[config.mk]
export PLATFORM = sky130hd
export DESIGN_NAME = homing_sequencer
export DESIGN_NICKNAME = d
export VERILOG_FILES = /design/src/design/homing_pkg.sv /design/src/design/homing_sequencer.sv /design/src/design/input_sync.sv
export SDC_FILE = /design/constraint.sdc
export NUM_CORES = 1
export LEC_CHECK = 0
export BUFFER_PORTS_ARGS = -buffer_cell sky130_fd_sc_hd__buf_2
export CAP_MARGIN = 10
export CELL_PAD_IN_SITES_DETAIL_PLACEMENT = 0
export CELL_PAD_IN_SITES_GLOBAL_PLACEMENT = 1
export CORE_MARGIN = 3
export CORE_UTILIZATION = 45
export CTS_CLUSTER_SIZE = 30
export DETAILED_ROUTE_END_ITERATION = 8
export PLACE_DENSITY_LB_ADDON = 0.1
export SYNTH_ARGS = -nofsm -noshare
export SYNTH_HDL_FRONTEND = slang
export SYNTH_SLANG_ARGS = --single-unit
[constraint.sdc]
create_clock -name clk_in -period 6.9 [get_ports clk_in]
set_clock_uncertainty 0.2 [all_clocks]
set_input_delay 0.345 -clock clk_in [delete_from_list [all_inputs] [get_ports clk_in]]
set_output_delay 0.345 -clock clk_in [all_outputs]
set_load 0.02 [all_outputs]
[src/design/homing_pkg.sv]
// Constants and types shared by the homing sequencer files.
// Assumes one 25 MHz system clock and an asynchronous active-high reset.
package homing_pkg;

  // ****************************************
  // Timing
  // ****************************************
  localparam int          CLK_HZ          = 25000000;
  localparam int          TIMEOUT_MS      = 10000;
  localparam int          CYCLES_PER_MS   = CLK_HZ / 1000;
  localparam logic [31:0] TIMEOUT_CYCLES  = 32'(TIMEOUT_MS * CYCLES_PER_MS);

  // ****************************************
  // Method codes
  // ****************************************
  localparam logic [7:0]  METHOD_NEG_LIM  = 8'h01;
  localparam logic [7:0]  METHOD_POS_LIM  = 8'h02;
  localparam logic [7:0]  METHOD_HOME_P   = 8'h03;
  localparam logic [7:0]  METHOD_HOME_PL  = 8'h04;
  localparam logic [7:0]  METHOD_HOME_N   = 8'h05;
  localparam logic [7:0]  METHOD_HOME_NL  = 8'h06;
  localparam logic [7:0]  METHOD_HOME_PR  = 8'h07;
  localparam logic [7:0]  METHOD_HOME_PRR = 8'h08;

  // ****************************************
  // Input vector positions
  // ****************************************
  localparam int          SW_NEG_LIM      = 0;
  localparam int          SW_POS_LIM      = 1;
  localparam int          SW_HOME         = 2;
  localparam int          SW_INDEX        = 3;
  localparam int          SW_COUNT        = 4;

  localparam logic [1:0]  SEL_NEG_LIM     = 2'h0;
  localparam logic [1:0]  SEL_POS_LIM     = 2'h1;
  localparam logic [1:0]  SEL_HOME        = 2'h2;

  // ****************************************
  // Types
  // ****************************************
  typedef enum logic [2:0] {
    ST_IDLE  = 3'b000,
    ST_RUN_A = 3'b001,
    ST_RUN_B = 3'b010,
    ST_FINAL = 3'b011,
    ST_DONE  = 3'b100,
    ST_FAIL  = 3'b101
  } seq_state_t;

  typedef struct packed {
    logic       ok;
    logic       a_en;
    logic       a_high;
    logic       a_neg;
    logic       a_rise;
    logic       b_neg;
    logic       b_rise;
    logic       f_neg;
    logic       lim_rev;
    logic [1:0] sel;
  } plan_t;

endpackage : homing_pkg

[src/design/homing_sequencer.sv]
// Homing sequencer for one servo axis, methods 1 to 8.
// Assumes control and speed inputs are on clk_in; switches and index are pins.
//
// Behaviour
// - High speed input drives fast search, low speed input drives slow search.
// - Home is the first index pulse after the qualifying switch edge.
// - Method 1, limit clear: fast negative, rise, slow positive, fall, index.
// - Method 1, limit set: slow positive, fall, then stop at index.
// - Method 2, limit clear: fast positive, rise, slow negative, fall, index.
// - Method 2, limit set: slow negative, fall, then stop at index.
// - Method 3, home clear: fast positive, rise, slow negative, fall, index.
// - Methods 3, 5, 7 home set: slow negative, fall, then index.
// - Method 4, home clear: slow positive, rise, then stop at index.
// - Method 4, home set: fast negative, fall, slow negative, rise, index.
// - Method 5, home clear: fast negative, rise, then slow positive.
// - Method 6, home clear: slow negative, rise, then stop at index.
// - Method 6, home set: fast positive, fall, slow negative, rise, index.
// - Methods 7, 8, home clear: fast positive, rise, slow negative.
// - Methods 7, 8: positive limit in fast search reverses to fast negative.
// - Method 7: after home fall in slow negative, stop at index.
// - Method 8, home clear: after fall reverse slow positive, stop at index.
// - Method 8, home set: slow negative, fall, slow positive, rise, index.
// - Attained shows in homing mode with target reached after success.
// - Error on timeout or excess deviation; cleared when a new run starts.
module homing_sequencer #(
  parameter logic [31:0] TIMEOUT_CYCLES = homing_pkg::TIMEOUT_CYCLES,
  parameter int          SPEED_W        = 32
) (
  input  wire logic               clk_in,
  input  wire logic               rst_in,
  input  wire logic               start_in,
  input  wire logic [7:0]         method_in,
  input  wire logic [SPEED_W-1:0] high_speed_in,
  input  wire logic [SPEED_W-1:0] low_speed_in,
  input  wire logic               homing_mode_in,
  input  wire logic               target_reached_in,
  input  wire logic               deviation_excess_in,
  input  wire logic               negative_limit_input_in,
  input  wire logic               positive_limit_input_in,
  input  wire logic               home_switch_in,
  input  wire logic               index_pulse_in,
  output logic      [SPEED_W-1:0] speed_out,
  output logic                    dir_neg_out,
  output logic                    move_out,
  output logic                    busy_out,
  output logic                    home_flag_out,
  output logic                    attained_out,
  output logic                    error_out
);

  // ****************************************
  // State
  // ****************************************
  typedef struct packed {
    homing_pkg::seq_state_t st;
    homing_pkg::plan_t      plan;
    logic [31:0]            timer;
    logic [SPEED_W-1:0]     speed;
    logic                   neg;
    logic                   move;
    logic                   busy;
    logic                   flag;
    logic                   attained;
    logic                   error;
    logic                   start_d;
  } seq_t;

  seq_t state_reg;
  seq_t state_next;

  logic [homing_pkg::SW_COUNT-1:0] pin_level;
  logic [homing_pkg::SW_COUNT-1:0] pin_rise;
  logic [homing_pkg::SW_COUNT-1:0] pin_fall;
  logic [homing_pkg::SW_COUNT-1:0] pin_raw;

  // ****************************************
  // Pin synchroniser
  // ****************************************
  assign pin_raw = {index_pulse_in, home_switch_in,
                    positive_limit_input_in, negative_limit_input_in};

  input_sync #(
    .WIDTH     (homing_pkg::SW_COUNT)
  ) input_sync_inst (
    .clk_in    (clk_in),
    .rst_in    (rst_in),
    .async_in  (pin_raw),
    .level_out (pin_level),
    .rise_out  (pin_rise),
    .fall_out  (pin_fall)
  );

  // ****************************************
  // Helpers
  // ****************************************
  function automatic logic pick(
    input logic [homing_pkg::SW_COUNT-1:0] vec,
    input logic [1:0]                      sel
  );
    logic res;
    res = 1'b0;
    case (sel)
      homing_pkg::SEL_NEG_LIM: res = vec[homing_pkg::SW_NEG_LIM];
      homing_pkg::SEL_POS_LIM: res = vec[homing_pkg::SW_POS_LIM];
      homing_pkg::SEL_HOME:    res = vec[homing_pkg::SW_HOME];
      default:                 res = 1'b0;
    endcase
    return res;
  endfunction : pick

  function automatic logic edge_seen(
    input logic       want_rise,
    input logic [1:0] sel
  );
    logic res;
    res = want_rise ? pick(pin_rise, sel) : pick(pin_fall, sel);
    return res;
  endfunction : edge_seen

  // Segment plan per method and switch level at start
  function automatic homing_pkg::plan_t plan_for(
    input logic [7:0] method,
    input logic       act_neg,
    input logic       act_pos,
    input logic       act_home
  );
    homing_pkg::plan_t p;
    p     = '0;
    p.ok  = 1'b1;
    p.sel = homing_pkg::SEL_HOME;
    case (method)
      homing_pkg::METHOD_NEG_LIM:
      begin
        p.sel    = homing_pkg::SEL_NEG_LIM;
        p.a_en   = !act_neg;
        p.a_high = 1'b1;
        p.a_neg  = 1'b1;
        p.a_rise = 1'b1;
        p.b_neg  = 1'b0;
      end
      homing_pkg::METHOD_POS_LIM:
      begin
        p.sel    = homing_pkg::SEL_POS_LIM;
        p.a_en   = !act_pos;
        p.a_high = 1'b1;
        p.a_rise = 1'b1;
        p.b_neg  = 1'b1;
        p.f_neg  = 1'b1;
      end
      homing_pkg::METHOD_HOME_P, homing_pkg::METHOD_HOME_PR:
      begin
        p.a_en    = !act_home;
        p.a_high  = 1'b1;
        p.a_rise  = 1'b1;
        p.b_neg   = 1'b1;
        p.f_neg   = 1'b1;
        p.lim_rev = (method == homing_pkg::METHOD_HOME_PR);
      end
      homing_pkg::METHOD_HOME_PL:
      begin
        p.a_en   = act_home;
        p.a_high = 1'b1;
        p.a_neg  = 1'b1;
        p.b_neg  = act_home;
        p.b_rise = 1'b1;
        p.f_neg  = act_home;
      end
      homing_pkg::METHOD_HOME_N:
      begin
        p.a_en   = !act_home;
        p.a_high = 1'b1;
        p.a_neg  = 1'b1;
        p.a_rise = 1'b1;
        p.b_neg  = act_home;
        p.f_neg  = act_home;
      end
      homing_pkg::METHOD_HOME_NL:
      begin
        p.a_en   = act_home;
        p.a_high = 1'b1;
        p.b_neg  = 1'b1;
        p.b_rise = 1'b1;
        p.f_neg  = 1'b1;
      end
      homing_pkg::METHOD_HOME_PRR:
      begin
        p.a_en    = 1'b1;
        p.a_high  = !act_home;
        p.a_neg   = act_home;
        p.a_rise  = !act_home;
        p.b_neg   = !act_home;
        p.b_rise  = act_home;
        p.lim_rev = !act_home;
      end
      default:
      begin
        p.ok = 1'b0;
      end
    endcase
    return p;
  endfunction : plan_for

  // ****************************************
  // Sequencer
  // ****************************************
  always_comb
  begin
    homing_pkg::plan_t p;
    logic              start_rise;
    logic              running;
    p          = '0;
    start_rise = start_in && !state_reg.start_d;
    running    = (state_reg.st == homing_pkg::ST_RUN_A) ||
                 (state_reg.st == homing_pkg::ST_RUN_B) ||
                 (state_reg.st == homing_pkg::ST_FINAL);
    state_next          = state_reg;
    state_next.start_d  = start_in;
    state_next.attained = homing_mode_in && target_reached_in &&
                          state_reg.flag && (state_reg.st == homing_pkg::ST_DONE);
    state_next.speed    = ((state_reg.st == homing_pkg::ST_RUN_A) && state_reg.plan.a_high)
                          ? high_speed_in : low_speed_in;
    case (state_reg.st)
      homing_pkg::ST_IDLE, homing_pkg::ST_DONE, homing_pkg::ST_FAIL:
      begin
        state_next.move = 1'b0;
        state_next.busy = 1'b0;
        if (start_rise)
        begin
          p = plan_for(method_in, pin_level[homing_pkg::SW_NEG_LIM],
                       pin_level[homing_pkg::SW_POS_LIM], pin_level[homing_pkg::SW_HOME]);
          state_next.plan     = p;
          state_next.timer    = '0;
          state_next.flag     = 1'b0;
          state_next.attained = 1'b0;
          state_next.error    = !p.ok;
          if (!p.ok)
          begin
            state_next.st = homing_pkg::ST_FAIL;
          end
          else if (p.a_en)
          begin
            state_next.st    = homing_pkg::ST_RUN_A;
            state_next.neg   = p.a_neg;
            state_next.busy  = 1'b1;
            state_next.move  = 1'b1;
            state_next.speed = p.a_high ? high_speed_in : low_speed_in;
          end
          else
          begin
            state_next.st    = homing_pkg::ST_RUN_B;
            state_next.neg   = p.b_neg;
            state_next.busy  = 1'b1;
            state_next.move  = 1'b1;
            state_next.speed = low_speed_in;
          end
        end
      end
      homing_pkg::ST_RUN_A:
      begin
        if (state_reg.plan.lim_rev && !state_reg.neg &&
            pin_rise[homing_pkg::SW_POS_LIM])
        begin
          state_next.neg = 1'b1;
        end
        if (edge_seen(state_reg.plan.a_rise, state_reg.plan.sel))
        begin
          state_next.st    = homing_pkg::ST_RUN_B;
          state_next.neg   = state_reg.plan.b_neg;
          state_next.speed = low_speed_in;
        end
      end
      homing_pkg::ST_RUN_B:
      begin
        if (edge_seen(state_reg.plan.b_rise, state_reg.plan.sel))
        begin
          state_next.st  = homing_pkg::ST_FINAL;
          state_next.neg = state_reg.plan.f_neg;
        end
      end
      homing_pkg::ST_FINAL:
      begin
        if (pin_rise[homing_pkg::SW_INDEX])
        begin
          state_next.st   = homing_pkg::ST_DONE;
          state_next.move = 1'b0;
          state_next.busy = 1'b0;
          state_next.flag = 1'b1;
        end
      end
      default:
      begin
        state_next.st = homing_pkg::ST_IDLE;
      end
    endcase
    if (running && state_next.st != homing_pkg::ST_DONE)
    begin
      state_next.move = start_in;
      if (start_in)
      begin
        state_next.timer = state_reg.timer + 32'h00000001;
      end
      if (deviation_excess_in || (state_reg.timer >= TIMEOUT_CYCLES))
      begin
        state_next.st    = homing_pkg::ST_FAIL;
        state_next.error = 1'b1;
        state_next.move  = 1'b0;
        state_next.busy  = 1'b0;
      end
    end
  end

  always_ff @(posedge clk_in or posedge rst_in)
  begin
    if (rst_in)
    begin
      state_reg    <= '0;
      state_reg.st <= homing_pkg::ST_IDLE;
    end
    else
    begin
      state_reg <= state_next;
    end
  end

  // ****************************************
  // Outputs
  // ****************************************
  assign speed_out     = state_reg.speed;
  assign dir_neg_out   = state_reg.neg;
  assign move_out      = state_reg.move;
  assign busy_out      = state_reg.busy;
  assign home_flag_out = state_reg.flag;
  assign attained_out  = state_reg.attained;
  assign error_out     = state_reg.error;

endmodule : homing_sequencer

[src/design/input_sync.sv]
// Two-flop synchroniser with edge detection for a vector of pins.
// Assumes inputs are asynchronous to clk_in.
module input_sync #(
  parameter int WIDTH = 4
) (
  input  wire logic             clk_in,
  input  wire logic             rst_in,
  input  wire logic [WIDTH-1:0] async_in,
  output logic      [WIDTH-1:0] level_out,
  output logic      [WIDTH-1:0] rise_out,
  output logic      [WIDTH-1:0] fall_out
);

  typedef struct packed {
    logic [WIDTH-1:0] meta;
    logic [WIDTH-1:0] sync;
    logic [WIDTH-1:0] prev;
  } sync_state_t;

  sync_state_t state_reg;
  sync_state_t state_next;

  // ****************************************
  // Synchroniser and edge detect
  // ****************************************
  always_comb
  begin
    state_next      = state_reg;
    state_next.meta = async_in;
    state_next.sync = state_reg.meta;
    state_next.prev = state_reg.sync;
  end

  always_ff @(posedge clk_in or posedge rst_in)
  begin
    if (rst_in)
    begin
      state_reg <= '0;
    end
    else
    begin
      state_reg <= state_next;
    end
  end

  assign level_out = state_reg.sync;
  assign rise_out  = state_reg.sync & ~state_reg.prev;
  assign fall_out  = ~state_reg.sync & state_reg.prev;

endmodule : input_sync

==> reports/qor.yml, run 1 <==
status: "complete, no violations"
num_rows: 37
hold-worst-slack_ns: 0.02876
cp_max_fo: 31
critPathCaptureType: "flop"
wirelength_um: 13040
core_area_sq_um: 10510
p_sw_frac: 0.2926
start_util: 0.4711
yosysMostFrequentCell: "dfrtp_1"
hp-class: "in -> reg"
multi_input_area_sq_um: 2227
min_period_ns: 3.678
yosysSeqAreaShare: 0.4751
grt_overflow: 0
powerDensity_nw_per_um2: 193.7
cp-start-kind: "flop"
yosysWarnings: 0
grtUsageTotal: 0.2128
p_leak_nw: 2.761
grt_max_degree: 68
ff2ff_path_depth: 7
die-height_um: 110.9
ys.flop_type: "dfrtp_1"
timing.rr.start: "state_reg[84]"
synth_top_area_frac: 0.4751
detail_route.drc_violations: 0
setup_viol: 0
cp.arrival_ns: 3.73
syn_nets: 535
ctsResizeCount: 0
post-dp-hpwl_um: 8503
holdPathStages: 2
port_buffers: 119
seq_area_sq_um: 2352
synth_edf_count: 0
viasPerCell: 5.379
rsz0062_at_grt: "false"
nets: 684
r2r_slack_ns: 3.22
grt_pass1_vias: 4153
crit_start: "state_reg[84]"
cts_root_buffer: "clkbuf_8"
internal_power_mw: 0.8580
htreeDepth: 3
grt_antenna_before_repair: 0
drv_cap: 0
clockBufferDepth: 2
crit_required_ns: 6.95
synth.top_cells.by_count: "94 x dfrtp_1, 43 x nand2_1, 32 x buf_4, 30 x mux2_4, 23 x nand3_1"
ant_nets: 0
netlist_instances: 451
area_growth_pct: 26.48
crit_type: "reg -> reg"
synth-async-reset-ratio: 1.000
ioPinCount: 120
max_freq_ghz: 0.2719
synth_cell_types: 63
routedWlPerCell_um: 17.60
setup_tns_ns: 0
r2r-end: "speed_out[11]"
cp-endpoint: "speed_out[11]"
cts_buffers: 9
grt_pass1_wl_um: 21210
ir_drop_mv: 0.1197
die_w_um: 110.9
fin_crit_sh: 0.5330
worstMarginPinSlew_ns: 0.9205
netlist_area_sq_um: 4951
gp_congestion: 0.8360
clk_pin_slew_ns: 0.10
p_seq_frac: 0.498
ys_top_cells_by_area: "dfrtp_1 48%, mux2_4 9.1%, buf_4 4.9%"
cts_tree: "yes"
finalHoldViolCount: 0
postCtsSetupRepairBufs: 0
nFillCells: 843
combPwrFrac: 0.183
avgSynthCellArea_sq_um: 10.98
relSlewSlack: 0.3853
ys_seq_elements: 94
clock-sinks: 94
yosys.area.top_type: "dfrtp_1"
largest_reg_flops: 43
antenna_cells: 0
clk_latency_ns: 0.37
clockPowerShare: 0.319
drive_above_1_share: 0.2992
dieArea_sq_um: 12300
first_pass_iters: 4
netSwitchingPower_mw: 0.3549
drv_slew: 0
vias: 3986
drt_iter0_markers: 305
[layer usage]
layer	vias up	track usage	routed length [um]
met1	1933	0.2772	5848
met5	-	0	0
met3	9	0.06823	708
li1	1942	-	-
met2	102	0.3499	6356
met4	0	0.04351	124
[kinds of logic after synthesis]
kind of cell,after synthesis,share of synthesized area
mux,52,0.1357
fa+ha+maj,2,0.005054
compound gates,66,0.1059
xor+xnor,4,0.007077
flops,94,0.4751
buf+inv,60,0.07506
simple gates,173,0.1961
[final cells by class]
cell class                 count  area share
tap                          136     0.02717
timing repair buffer         187      0.2022
multi-input combinational    297      0.3556
clock buffer                  10     0.02038
sequential                    94      0.3756
clock inverter                 6     0.01219
inverter                      11    0.006793
[worst max-delay path, cell delays in order, from the launching register on]
cell           delay, ns
dfrtp_1             0.47
nor2b_1             0.58
nor2b_1             0.48
nand2_1             0.20
a22oi_4             0.17
buf_4               0.49
mux2_2              0.40
dlygate4sd3_1       0.55
[metrics by stage]
stage / cell area [sq um] / std cells / setup slack (ns) / util / power (mW)
CTS: 6212 / 736 / 3.233 / 0.5911 / 1.217
global route: 6262 / 741 / 3.030 / 0.5959 / 1.274
finish: 6262 / 741 / 3.222 / 0.5959 / 1.213
detailed placement: 5418 / 661 / 3.786 / 0.5155 / 0.8041
global placement: 5418 / 661 / 3.901 / 0.5155 / 0.8017
floorplan: 4951 / 451 / 3.906 / - / 0.7490
[worst min path at each step]
stage | from | endpoint
5_1_grt | high_speed_in[25] | speed_out[25]
6_report | high_speed_in[25] | speed_out[25]
2_1_floorplan | input_sync_inst.state_next[4] | input_sync_inst.level_out[0]
3_3_place_gp | input_sync_inst.state_next[5] | input_sync_inst.level_out[1]
4_1_cts | high_speed_in[13] | speed_out[13]
3_5_place_dp | input_sync_inst.state_next[6] | input_sync_inst.level_out[2]
[layout by cell type, fill, tap and decap left out, types with 9 or more instances in the layout]
master / count
a21oi_1: 10
buf_2: 119
clkbuf_8: 9
dfrtp_1: 94
dlygate4sd3_1: 64
inv_1: 10
mux2_4: 30
mux2i_1: 21
nand2_1: 43
nand3_1: 23
nand4_1: 14
nor2_1: 17
nor3_1: 10
nor4_1: 14
[power groups by stage]
| stage | registers [mW] | logic [mW] | clock network, mW |
|---|---|---|---|
| after floorplan | 0.608 | 0.141 | 0 |
| after global placement | 0.612 | 0.189 | 0 |
| after detailed placement | 0.614 | 0.190 | 0 |
| after CTS | 0.604 | 0.217 | 0.396 |
| after global routing | 0.610 | 0.242 | 0.422 |
| final | 0.604 | 0.222 | 0.387 |
[what timing repair did]
action	CTS	global route
hold endpoints to repair	61	4
hold buffers	59	5
setup endpoints to repair	0	0
No activity file was read; power rests on OpenSTA's default activity.
==> run 2, diff against run 1 <==
CORE_UTILIZATION = 38   (was 45)
clock period = 3 ns   (was 6.9 ns; I/O delays follow)
==> run 2 against run 1 <==
Sequential power up 130%. Critical path depth unchanged. Critical endpoint is now speed_out[26]. Wire length up 0.29%. Global-route usage down 2.4 points. Hold slack better by 0.059 ns. Largest cell class unchanged. Sequential share of layout area down 2.2 points.
==> reports/qor.yml, run 2 (synthesized netlist as in run 1, its figures left out) <==
status: "complete, no violations"  # unchanged
area_growth_pct: 34.27  # was 26.48%
clk_latency_ns: 0.35  # was 0.37 ns
finalHoldViolCount: 0  # unchanged
antenna_cells: 0  # unchanged
grt_max_degree: 41  # was 68
netSwitchingPower_mw: 0.8638  # was 0.3549 mW
vias: 4091  # was 3986
finalInstanceArea_sq_um: 6648  # was 6262 sq um
clock-sinks: 94  # unchanged
wirelength_um: 13080  # was 13040 um
relSlewSlack: 0.4638  # was 0.3853
path_cells: "nor4bb_1, nor4_1, a21oi_1, buf_4, mux2i_1, o221ai_1, dlygate4sd3_1"  # was nor2b_1, nor2b_1, nand2_1, a22oi_4, buf_4, mux2_2, dlygate4sd3_1
internal_power_mw: 2.258  # was 0.8580 mW
hold_start: "method_in[3]"  # was high_speed_in[25]
first_pass_iters: 4  # unchanged
routedWlPerCell_um: 16.28  # was 17.60 um
dp_cells: 711  # was 661
viasPerCell: 5.095  # was 5.379
htreeDepth: 3  # unchanged
stdcell_count: 803  # was 741
die-height_um: 120.1  # was 110.9 um
ir_drop_mv: 0.2356  # was 0.1197 mV
setup_viol: 0  # unchanged
placed_area_sq_um: 5580  # was 5418 sq um
gp_congestion: 0.7871  # was 0.8360
powerDensity_nw_per_um2: 469.7  # was 193.7 nW/um^2
r2r_slack_ns: 0.32  # was 3.22 ns
detail_route.drc_violations: 0  # unchanged
num_rows: 41  # was 37
grt_antenna_before_repair: 0  # unchanged
fin_crit_sh: 0.8925  # was 0.5330
largest_reg_flops: 43  # unchanged
worstMarginPinSlew_ns: 0.7840  # was 0.9205 ns
grt_overflow: 0  # unchanged
clockPowerShare: 0.381  # was 0.319
cpPeakStageDelay_ns: 0.58  # about the same
nets: 710  # was 684
drive_above_1_share: 0.3106  # was 0.2992
clockBufferDepth: 2  # unchanged
core_area_sq_um: 12670  # was 10510 sq um
final_common_cell: "buf_2"  # unchanged
place_ws_ns: 0.4232  # was 3.786 ns
start_util: 0.3907  # was 0.4711
combPwrFrac: 0.176  # was 0.183
crit_slowest_cell: "dlygate4sd3_1"  # was nor2b_1
grt_pass1_vias: 4263  # was 4153
rsz0062_at_grt: "false"  # unchanged
mostFrequentLayoutCells: "119 x buf_2, 94 x dfrtp_1, 76 x dlygate4sd3_1"  # was 119 x buf_2, 94 x dfrtp_1, 64 x dlygate4sd3_1
ant_nets: 0  # unchanged
min_period_ns: 2.678  # was 3.678 ns
cts_buffers: 9  # unchanged
crit_required_ns: 3.03  # was 6.95 ns
port_buffers: 119  # unchanged
crit_type: "reg -> reg"  # unchanged
dieArea_sq_um: 14430  # was 12300 sq um
drv_cap: 0  # unchanged
p_leak_nw: 2.926  # was 2.761 nW
p_sw_frac: 0.2767  # was 0.2926
grt_pass1_wl_um: 21570  # was 21210 um
die_w_um: 120.1  # was 110.9 um
grtUsageTotal: 0.1888  # was 0.2128
cp_max_fo: 8  # was 31
clk_pin_slew_ns: 0.07  # was 0.10 ns
crit_start: "input_sync_inst.level_out[2]"  # was state_reg[84]
critPathCaptureType: "flop"  # unchanged
cts_root_buffer: "clkbuf_16"  # was clkbuf_8
timing.rr.start: "input_sync_inst.level_out[2]"  # was state_reg[84]
setup_tns_ns: 0  # unchanged
p_seq_frac: 0.443  # was 0.498
post-dp-hpwl_um: 8860  # was 8503 um
drv_slew: 0  # unchanged
setup_ws_ns: 0.3224  # was 3.222 ns
cp-start-kind: "flop"  # unchanged
cts_tree: "yes"  # unchanged
cp.arrival_ns: 2.71  # was 3.73 ns
max_freq_ghz: 0.3735  # was 0.2719 GHz
drt_iter0_markers: 194  # was 305
hp-class: "in -> reg"  # unchanged
ctsResizeCount: 0  # unchanged
ioPinCount: 120  # unchanged
-- run 2: cell count changes in the layout (fill, tap and decap cells not counted), sizes merged --
| cell | delta |
|---|---|
| buf | +14 |
| clkbuf | -1 |
| clkinv | +2 |
| dlygate4sd3 | +12 |
| inv | -1 |
-- run 2: through the flow --
step | hold WS [ns] | power (mW) | util
2_1_floorplan | -0.01857 | 1.723 | -
3_3_place_gp | 0.05738 | 1.876 | 0.4404
3_5_place_dp | 0.05932 | 1.880 | 0.4404
4_1_cts | 0.07624 | 3.168 | 0.5246
5_1_grt | 0.09469 | 3.275 | 0.5246
6_report | 0.08727 | 3.122 | 0.5246
-- run 2: area by class of cell --
cell class                      instances  area, sq um
Clock buffer                            9        225.2
Timing Repair Buffer                  213         1504
Sequential cell                        94         2352
Multi-Input combinational cell        297         2227
Fill cell                            1120         6023
Clock inverter                          7        81.33
Tap cell                              172        215.2
Inverter                               11        42.54
-- run 2: worst paths after layout --
kind	end	cells past startpoint
worst min-delay path	state_reg[72]	3
max in group asynchronous	state_reg[41]	4
min in group asynchronous	speed_out[9]	3
worst max register to register	speed_out[26]	7
worst max-delay path	speed_out[26]	7
worst min register to register	input_sync_inst.level_out[1]	0
-- run 2: layer usage --
metal,GRT usage,wire length (um),up-vias
met2,0.3028,6239,103
met1,0.2477,5953,1986
met3,0.04948,643,17
met5,0,0,-
met4,0.06586,239,0
li1,-,-,1985
-- run 2: repair_timing --
action	in CTS	in global routing
hold buffers	76	0
endpoints found under the hold margin	77	0
buffers inserted	0	0
-- run 2: critical path, delay by kind of cell (launching register included) --
kind | cells | cell delay [ns]
AOI/OAI and AO/OA | 2 | 0.41
buffers and inverters | 2 | 0.78
DFF | 1 | 0.46
muxes | 1 | 0.18
and+or+nand+nor | 2 | 0.53
-- run 2: power by group through the flow --
stage | logic [mW] | clock network [mW] | registers (mW)
2_1_floorplan | 0.324 | 0 | 1.40
3_3_place_gp | 0.469 | 0 | 1.41
3_5_place_dp | 0.471 | 0 | 1.41
4_1_cts | 0.547 | 1.24 | 1.38
5_1_grt | 0.597 | 1.28 | 1.40
6_report | 0.548 | 1.19 | 1.38
